<file path="config.mk">
export PLATFORM = sky130hd
export DESIGN_NAME = sde_event_ctrl
export DESIGN_NICKNAME = d
export VERILOG_FILES = /design/src/core/sde_pkg.sv /design/src/core/sde_apb_regs.sv /design/src/core/sde_data_bp.sv /design/src/core/sde_event_ctrl.sv
export VERILOG_INCLUDE_DIRS = /design/src /design/src/core
export SDC_FILE = /design/constraint.sdc
export NUM_CORES = 1
export LEC_CHECK = 0
export BUFFER_PORTS_ARGS = -buffer_cell sky130_fd_sc_hd__clkbuf_2
export CAP_MARGIN = 20
export CORE_ASPECT_RATIO = 0.7
export CORE_MARGIN = 2
export CORE_UTILIZATION = 25
export CTS_CLUSTER_SIZE = 20
export DETAILED_ROUTE_END_ITERATION = 10
export MAX_ROUTING_LAYER = met4
export SETUP_SLACK_MARGIN = 0.1
export SYNTH_ARGS = -nofsm -noshare
export SYNTH_HDL_FRONTEND = slang
export SYNTH_HIERARCHICAL = 1
export SYNTH_SLANG_ARGS = --single-unit
</file>
<file path="constraint.sdc">
create_clock -name clk_sys -period 3.05 [get_ports clk_sys]
set_input_delay 0.61 -clock clk_sys [delete_from_list [all_inputs] [get_ports clk_sys]]
set_output_delay 0.61 -clock clk_sys [all_outputs]
set_load 0.01 [all_outputs]
</file>
<file path="src/core/sde_params.svh">
`ifndef SDE_PARAMS_SVH
`define SDE_PARAMS_SVH

// ********************************************************************
// register map (byte addresses on the apb bus)
// ********************************************************************
`define SDE_ADDR_W      12
`define SDE_OFF_CTRL    12'h000
`define SDE_OFF_STATUS  12'h004
`define SDE_OFF_NEST    12'h008

// ********************************************************************
// control register layout and reset value
// ********************************************************************
`define SDE_CTRL_W      3
`define SDE_CTRL_RESET  3'h3
`define SDE_CTRL_BP_EN  0
`define SDE_CTRL_DBP_EN 1
`define SDE_CTRL_AUTORF 2

// ********************************************************************
// counters
// ********************************************************************
`define SDE_DEPTH_W     4
`define SDE_NEST_W      8
`define SDE_DEPTH_ONE   4'h1
`define SDE_NEST_ONE    8'h01
`define SDE_DEPTH_ZERO  4'h0
`define SDE_NEST_ZERO   8'h00
`define SDE_WORD_ZERO   32'h00000000

`endif

</file>
<file path="src/core/sde_pkg.sv">
`include "sde_params.svh"

package sde_pkg;

	// ********************************************************************
	// apb carriers
	// ********************************************************************
	typedef struct packed {
		logic                     psel;
		logic                     penable;
		logic                     pwrite;
		logic [`SDE_ADDR_W-1:0]   paddr;
		logic [31:0]              pwdata;
	} apb_in_t;

	typedef struct packed {
		logic [31:0]              prdata;
		logic                     pready;
		logic                     pslverr;
	} apb_out_t;

	// ********************************************************************
	// core pipeline events in, actions out
	// ********************************************************************
	typedef struct packed {
		logic                     nmi_req;
		logic                     resume_from_mgmt_mode;
		logic                     interrupt_return;
		logic                     popped_resume_flag;
		logic                     instr_start;
		logic                     instr_bp_match;
		logic                     instr_prefix_match;
		logic                     other_fault;
		logic                     fault_return;
		logic                     str_iter;
		logic                     string_input_op;
		logic                     str_data_match;
		logic                     str_done;
	} core_ev_t;

	typedef struct packed {
		logic                     take_smi;
		logic                     take_nmi;
		logic                     bp_fault;
		logic                     data_bp_trap;
		logic                     stacked_resume_flag;
		logic                     resume_flag;
	} core_act_t;

	typedef struct packed {
		logic [`SDE_DEPTH_W-1:0]  nmi_depth;
		logic                     spurious;
		logic                     spur_wait;
		logic                     resume_flag;
		logic                     nmi_pending;
		logic                     nmi_block;
		logic                     smi_pending;
		logic                     in_smm;
	} status_t;

endpackage

</file>
<file path="src/core/sde_apb_regs.sv">
`include "sde_params.svh"

module sde_apb_regs (
	input  wire logic                    clk_sys,
	input  wire logic                    sys_rst,
	input  wire sde_pkg::apb_in_t        apb_in,
	output sde_pkg::apb_out_t            apb_out,
	input  wire sde_pkg::status_t        status,
	input  wire logic [`SDE_NEST_W-1:0]  nest_count,
	output logic [`SDE_CTRL_W-1:0]       ctrl
);

	typedef struct packed {
		logic [`SDE_CTRL_W-1:0] ctrl;
		logic [31:0]            prdata;
	} regs_state_t;

	regs_state_t st;
	regs_state_t next_st;

	function automatic logic is_mapped(input logic [`SDE_ADDR_W-1:0] a);
		is_mapped = (a == `SDE_OFF_CTRL) || (a == `SDE_OFF_STATUS) || (a == `SDE_OFF_NEST);
	endfunction

	// ********************************************************************
	// read data is captured in the setup cycle so pready can stay high
	// ********************************************************************
	always_comb begin
		next_st = st;
		if (apb_in.psel && !apb_in.penable && !apb_in.pwrite) begin
			case (apb_in.paddr)
				`SDE_OFF_CTRL:   next_st.prdata = {{(32-`SDE_CTRL_W){1'b0}}, st.ctrl};
				`SDE_OFF_STATUS: next_st.prdata = 32'(status);
				`SDE_OFF_NEST:   next_st.prdata = 32'(nest_count);
				default:         next_st.prdata = `SDE_WORD_ZERO;
			endcase
		end
		if (apb_in.psel && apb_in.penable && apb_in.pwrite && apb_in.paddr == `SDE_OFF_CTRL) begin
			next_st.ctrl = apb_in.pwdata[`SDE_CTRL_W-1:0];
		end
	end

	always_ff @(posedge clk_sys or posedge sys_rst) begin
		if (sys_rst) begin
			st <= '{ctrl: `SDE_CTRL_RESET, prdata: `SDE_WORD_ZERO};
		end else begin
			st <= next_st;
		end
	end

	assign apb_out.prdata  = st.prdata;
	assign apb_out.pready  = 1'b1;
	assign apb_out.pslverr = apb_in.psel && apb_in.penable && !is_mapped(apb_in.paddr);
	assign ctrl            = st.ctrl;

endmodule

</file>
<file path="src/core/sde_data_bp.sv">
module sde_data_bp (
	input  wire logic  clk_sys,
	input  wire logic  sys_rst,
	input  wire logic  enable,
	input  wire logic  str_iter,
	input  wire logic  string_input_op,
	input  wire logic  str_data_match,
	input  wire logic  str_done,
	output logic       trap,
	output logic       pending
);

	typedef struct packed {
		logic pend;
		logic trap;
	} dbp_state_t;

	dbp_state_t st;
	dbp_state_t next_st;
	logic       hit;

	// ********************************************************************
	// output strings trap right after the hit, input strings one later
	// ********************************************************************
	always_comb begin
		next_st      = st;
		next_st.trap = 1'b0;
		hit          = enable && str_iter && str_data_match;
		if (st.pend && (str_iter || str_done)) begin
			next_st.trap = 1'b1;
			next_st.pend = 1'b0;
		end
		if (hit && !string_input_op) begin
			next_st.trap = 1'b1;
		end
		// a new input hit wins over the release of an older one
		if (hit && string_input_op) begin
			next_st.pend = 1'b1;
		end
	end

	always_ff @(posedge clk_sys or posedge sys_rst) begin
		if (sys_rst) begin
			st <= '{pend: 1'b0, trap: 1'b0};
		end else begin
			st <= next_st;
		end
	end

	assign trap    = st.trap;
	assign pending = st.pend;

endmodule

</file>
<file path="src/core/sde_event_ctrl.sv">
`include "sde_params.svh"

// What this block does
// - hold at most one pending management interrupt while in management mode
// - first request after mode-active is latched, serviced after resume instruction
// - block further nmi during its handler until interrupt return
// - management mode entry drops nmi blocking, so later nmi nests
// - breakpoint on a meaningless prefix byte need not be recognized
// - clear resume flag on return re-raises the breakpoint fault each time
// - breakpoint plus other fault gives one spurious repeat after that fault
// - hardware may set stacked resume flag on fault handler entry
// - output string data breakpoint traps after the hitting iteration
// - input string data breakpoint traps one iteration later
module sde_event_ctrl (
	input  wire logic                clk_sys,
	input  wire logic                sys_rst,
	input  wire sde_pkg::apb_in_t    apb_in,
	output sde_pkg::apb_out_t        apb_out,
	input  wire logic                sys_mgmt_irq_n,
	output logic                     mgmt_mode_active_n,
	input  wire sde_pkg::core_ev_t   ev,
	output sde_pkg::core_act_t       act
);

	typedef struct packed {
		logic                    smi_pin_q;
		logic                    smi_pending;
		logic                    in_smm;
		logic                    nmi_pending;
		logic                    nmi_block;
		logic [`SDE_DEPTH_W-1:0] nmi_depth;
		logic [`SDE_NEST_W-1:0]  nest_count;
		logic                    resume_flag;
		logic                    spur_wait;
		logic                    spurious;
		logic                    take_smi;
		logic                    take_nmi;
		logic                    bp_fault;
		logic                    stacked_rf;
	} ctrl_state_t;

	ctrl_state_t              st;
	ctrl_state_t              next_st;
	logic [`SDE_CTRL_W-1:0]   ctrl;
	sde_pkg::status_t         status;
	logic                     smi_req;
	logic                     take_smi;
	logic                     take_nmi;
	logic                     bp_arm;
	logic                     bp_fire;
	logic                     dbp_trap;
	logic                     dbp_pend;
	logic [`SDE_NEST_W-1:0]   depth_inc;

	function automatic logic [`SDE_NEST_W-1:0] sat_inc(input logic [`SDE_NEST_W-1:0] v,
							    input logic [`SDE_NEST_W-1:0] top);
		sat_inc = (v == top) ? v : v + `SDE_NEST_ONE;
	endfunction

	// ********************************************************************
	// register slave and data breakpoint timing
	// ********************************************************************
	sde_apb_regs u_regs (
		.clk_sys    (clk_sys),
		.sys_rst    (sys_rst),
		.apb_in     (apb_in),
		.apb_out    (apb_out),
		.status     (status),
		.nest_count (st.nest_count),
		.ctrl       (ctrl)
	);

	sde_data_bp u_dbp (
		.clk_sys         (clk_sys),
		.sys_rst         (sys_rst),
		.enable          (ctrl[`SDE_CTRL_DBP_EN]),
		.str_iter        (ev.str_iter),
		.string_input_op (ev.string_input_op),
		.str_data_match  (ev.str_data_match),
		.str_done        (ev.str_done),
		.trap            (dbp_trap),
		.pending         (dbp_pend)
	);

	// ********************************************************************
	// event decode
	// ********************************************************************
	always_comb begin
		smi_req  = st.smi_pin_q && !sys_mgmt_irq_n;
		take_smi = st.smi_pending && !st.in_smm;
		// nmi waits while in management mode and loses to a management entry
		take_nmi = st.nmi_pending && !st.nmi_block && !st.in_smm && !take_smi;
		// prefix-byte matches are dropped: bp_arm is masked whenever instr_prefix_match is set
		bp_arm   = ctrl[`SDE_CTRL_BP_EN] && ev.instr_start && ev.instr_bp_match
			   && !ev.instr_prefix_match;
		bp_fire  = bp_arm && (!st.resume_flag || st.spurious);
		// widened so the shared saturating add can serve the narrow depth too
		depth_inc = sat_inc({{(`SDE_NEST_W-`SDE_DEPTH_W){1'b0}}, st.nmi_depth},
				    {{(`SDE_NEST_W-`SDE_DEPTH_W){1'b0}}, {`SDE_DEPTH_W{1'b1}}});
	end

	// ********************************************************************
	// next state
	// ********************************************************************
	always_comb begin
		next_st           = st;
		next_st.smi_pin_q = sys_mgmt_irq_n;

		// one pending bit: extra requests in management mode merge into it
		if (take_smi) begin
			next_st.smi_pending = 1'b0;
		end
		if (smi_req) begin
			next_st.smi_pending = 1'b1;
		end
		if (take_smi) begin
			next_st.in_smm = 1'b1;
		end else if (ev.resume_from_mgmt_mode) begin
			next_st.in_smm = 1'b0;
		end

		if (take_nmi) begin
			next_st.nmi_pending = 1'b0;
		end
		if (ev.nmi_req) begin
			next_st.nmi_pending = 1'b1;
		end
		if (ev.interrupt_return) begin
			next_st.nmi_block = 1'b0;
		end
		if (take_smi) begin
			next_st.nmi_block = 1'b0;
		end
		if (take_nmi) begin
			next_st.nmi_block = 1'b1;
		end

		// depth counts unfinished handlers so software can see nesting
		if (take_nmi && !ev.interrupt_return) begin
			next_st.nmi_depth = depth_inc[`SDE_DEPTH_W-1:0];
		end else if (!take_nmi && ev.interrupt_return && st.nmi_depth != `SDE_DEPTH_ZERO) begin
			next_st.nmi_depth = st.nmi_depth - `SDE_DEPTH_ONE;
		end
		if (take_nmi && st.nmi_depth != `SDE_DEPTH_ZERO) begin
			next_st.nest_count = sat_inc(st.nest_count, {`SDE_NEST_W{1'b1}});
		end

		if (ev.instr_start) begin
			next_st.resume_flag = 1'b0;
		end
		if (ev.interrupt_return) begin
			next_st.resume_flag = ev.popped_resume_flag;
		end

		// the repeat is armed only once the coinciding fault has been handled
		if (bp_fire && ev.other_fault) begin
			next_st.spur_wait = 1'b1;
		end else if (ev.fault_return && st.spur_wait) begin
			next_st.spur_wait = 1'b0;
		end
		if (bp_arm && st.spurious) begin
			next_st.spurious = 1'b0;
		end else if (ev.fault_return && st.spur_wait) begin
			next_st.spurious = 1'b1;
		end

		next_st.take_smi   = take_smi;
		next_st.take_nmi   = take_nmi;
		next_st.bp_fault   = bp_fire;
		next_st.stacked_rf = ev.other_fault && ctrl[`SDE_CTRL_AUTORF];
	end

	always_ff @(posedge clk_sys or posedge sys_rst) begin
		if (sys_rst) begin
			st <= '{smi_pin_q: 1'b1, nmi_depth: `SDE_DEPTH_ZERO, nest_count: `SDE_NEST_ZERO, default: 1'b0};
		end else begin
			st <= next_st;
		end
	end

	// ********************************************************************
	// outputs
	// ********************************************************************
	assign mgmt_mode_active_n = !st.in_smm;
	assign act.take_smi            = st.take_smi;
	assign act.take_nmi            = st.take_nmi;
	assign act.bp_fault            = st.bp_fault;
	assign act.data_bp_trap        = dbp_trap;
	assign act.stacked_resume_flag = st.stacked_rf;
	assign act.resume_flag         = st.resume_flag;

	assign status.nmi_depth   = st.nmi_depth;
	assign status.spurious    = st.spurious;
	assign status.spur_wait   = st.spur_wait;
	assign status.resume_flag = st.resume_flag;
	assign status.nmi_pending = st.nmi_pending;
	assign status.nmi_block   = st.nmi_block;
	assign status.smi_pending = st.smi_pending;
	assign status.in_smm      = st.in_smm;
endmodule

</file>
==> summary.md <==
| Metric | Value |
|---|---|
| Layout Nets | 322 |
| Mean post-synth cell area | 10.6 sq um |
| Synthesis Warnings | 6 |
| CTS tree | built |
| Layout cells sized above 1 | 32.2% |
| # port buffers | 52 |
| Vias after detailed routing | 1557 |
| GR Overflow Total | 0 |
| Crit path DAT | 2.55 ns |
| Critical path class | flip-flop to flip-flop |
| Total Power | 0.00171 W |
| Antenna viol nets, final | 0 |
| Crit path buf inv count | 1 |
| Largest area contributor in the synthesized netlist | dfrtp_1 |
| Peak supply drop | 0.267 mV |
| RePlAce Congestion | 0.834 |
| CP Max Fanout | 7 |
| Vias in the first global route | 1538 |
| Final cycle utilization of the critical path | 78.3% |
| Min-delay worst type | input pin to asynchronous set/reset pin |
| Row cnt | 28 |
| Crit path max-delay family | simple AND/OR/NAND/NOR gates |
| Post-CTS setup buffer count | 0 |
| CP max-delay cell | or4b_4 |
| Ports | 104 |
| Largest net degree at the start of global routing | 25 |
| H-Tree Depth | 2 |
| Number of flops mapped to enable cells by yosys | 0 |
| Post-route DRC | 0 |
| PostCTS Resize Cnt | 0 |
| Antenna violations before repair | 0 |
| Post-synthesis sequential area ratio | 45.2% |
| CORE AREA | 0.00855 sq mm |
| Clk slew on worst S/H paths | 0.05 ns |
| Commonest register cell after synthesis | dfrtp_1 |
| Final min period | 2.39 ns |
| CP peak stage delay | 0.59 ns |
| Ranking of synthesized cells by area | dfrtp_1 (42%), buf_4 (9.4%), nand2_1 (3.9%) |
| Initial core utilization | 26.0% |
| Status | finished, final reports clean |
| Drt pass-1 iters | 4 |
| Drt wl/cell | 12.2 microns |
| Max Slew Vio Count | 0 |
| Final setup violation count | 0 |
| Slew headroom | 37.9% |
| Diode count | 0 |
| Hpwl dp | 3720 microns |
| Clock sinks | 40 |
| Setup_tns | 0 ns |
| Synth top area share | 41.6% |
| First-pass GRT wire length | 7710 microns |
| Worst-Skew Late Latency | 0.28 ns |
| RSZ-0062 raised after global routing | false |
| Critical Path RT | 3.21 ns |
| Post-synthesis async set-or-reset flop share | 100% |
| Critical path startpoint category | flip-flop |
| Synthesis-stage register bit count | 40 |
| CTS root buffer | clkbuf_16 |
| PD cells | 660 mW/mm^2 |
| DRT iter0 DRCs | 41 |
| Total track usage | 10.5% |
| Mapped Area | 0.00222 sq mm |
| Nature of the critical path endpoint | flip-flop |
| Die height | 82.9 microns |
| DIE WIDTH | 117 microns |
| Die Area | 0.00968 sq mm |
| Hold Buf Count CTS | 0 |
| FMAX | 419 MHz |
| Max-Cap Viols | 0 |
| DRT Wirelength | 4580 microns |
| Worst clock skew | 0.00457 ns |
| Crit-path cells | or4b_4, inv_1, nand2_1, ha_1, o21a_1, o22ai_1, o221ai_1, xnor2_1 |
| Slew @ Worst Pin | 0.930 ns |
| Syn Inst Count | 209 |
| Synth cell types | 56 |
| CTS buffer count | 5 |
| P&R area growth vs syn | 16.7% |
| Final Hold Fails | 0 |
| Drt via density | 4.15 |
| LEAKAGE | 1.26 nW |
| Clk buf depth | 2 |
## metal layers
metal / routed length, microns / vias to the layer above / global-route usage, %
li1: - / 770 / -
met1: 2300 / 732 / 15.2
met2: 1970 / 48 / 14.0
met3: 266 / 7 / 3.21
met4: 44 / 0 / 2.78
met5: 0 / - / -
## state kept, by name, summed over array words and instances, names as in the netlist
register / count
act: 5
st: 19
u_dbp/pending: 1
u_dbp/trap: 1
u_regs/apb_out: 11
u_regs/ctrl: 3
## final cells by class
class | count | area (sq um)
repair buffers | 52 | 260
multi-input cells | 143 | 1000
well taps | 120 | 150
inverters | 14 | 52.6
flip-flops and latches | 40 | 1000
fillers | 911 | 5950
clock buffers | 6 | 129
## logic make-up after synthesis
kind of cell / share of synthesized area, %
compound gates: 13.7
fa+ha+maj: 1.69
other cells: 0.338
simple gates: 17.7
mux: 4.56
xor+xnor: 3.54
buf+inv: 13.3
flops: 45.2
## report_power, final
part           switching [W]  internal, W
sequential          0.000126     0.000627
clock               0.000184     0.000294
combinational       0.000241     0.000243
total               0.000551      0.00116
## cells in the final DEF, fill, tap and decap left out, drive strengths merged, types with 4 or more instances in the layout
cell type and instances:
a22oi 5, inv 14, o31ai 8, xor2 6, nor2 4, nand2 23
dfrtp 37, o21ai 10, mux2 5, nor3 5, conb 22, nand3 4
clkbuf 58
## cell usage after synthesis, types with 2 or more instances
cell	instances
buf_4	28
nor4_4	2
o21ai_0	8
nor3_1	4
conb_1	2
ha_1	3
nand4_1	3
mux2i_1	3
xor2_1	6
o22ai_1	2
a2bb2oi_1	3
nor2_1	4
dfrtp_1	37
mux2_4	4
buf_6	2
nand2_1	23
a21oi_1	2
o31ai_1	8
and2_1	2
nand4b_1	2
inv_1	14
o21a_1	2
a22oi_1	5
nand3_1	3
dfstp_2	3
xnor2_1	3
nor2b_1	2
## path summary, 6_finish.rpt
path,startpoint,to,slack [ns],depth (start not counted)
setup / recovery,st[21],st[18],0.66,8
hold / removal,sys_rst,u_dbp/pending,0.18,2
setup reg to reg,st[21],st[18],0.66,8
hold reg to reg,u_regs/apb_out[7],u_regs/apb_out[7],0.48,2
max in group asynchronous,sys_rst,st[17],1.94,2
min in group clk_sys,sys_mgmt_irq_n,st[23],0.44,1
## through the flow
stage	cells	instance area, sq um	worst slack (ns)	hold WS, ns	utilization [%]
after floorplan	229	2300	0.900	0.351	-
after global placement	369	2470	0.687	0.464	28.9
after detailed placement	369	2470	0.696	0.473	28.9
after CTS	375	2600	0.675	0.182	30.4
after global routing	375	2600	0.525	0.190	30.4
final	375	2600	0.662	0.184	30.4
(Power assumes the default switching activity.)
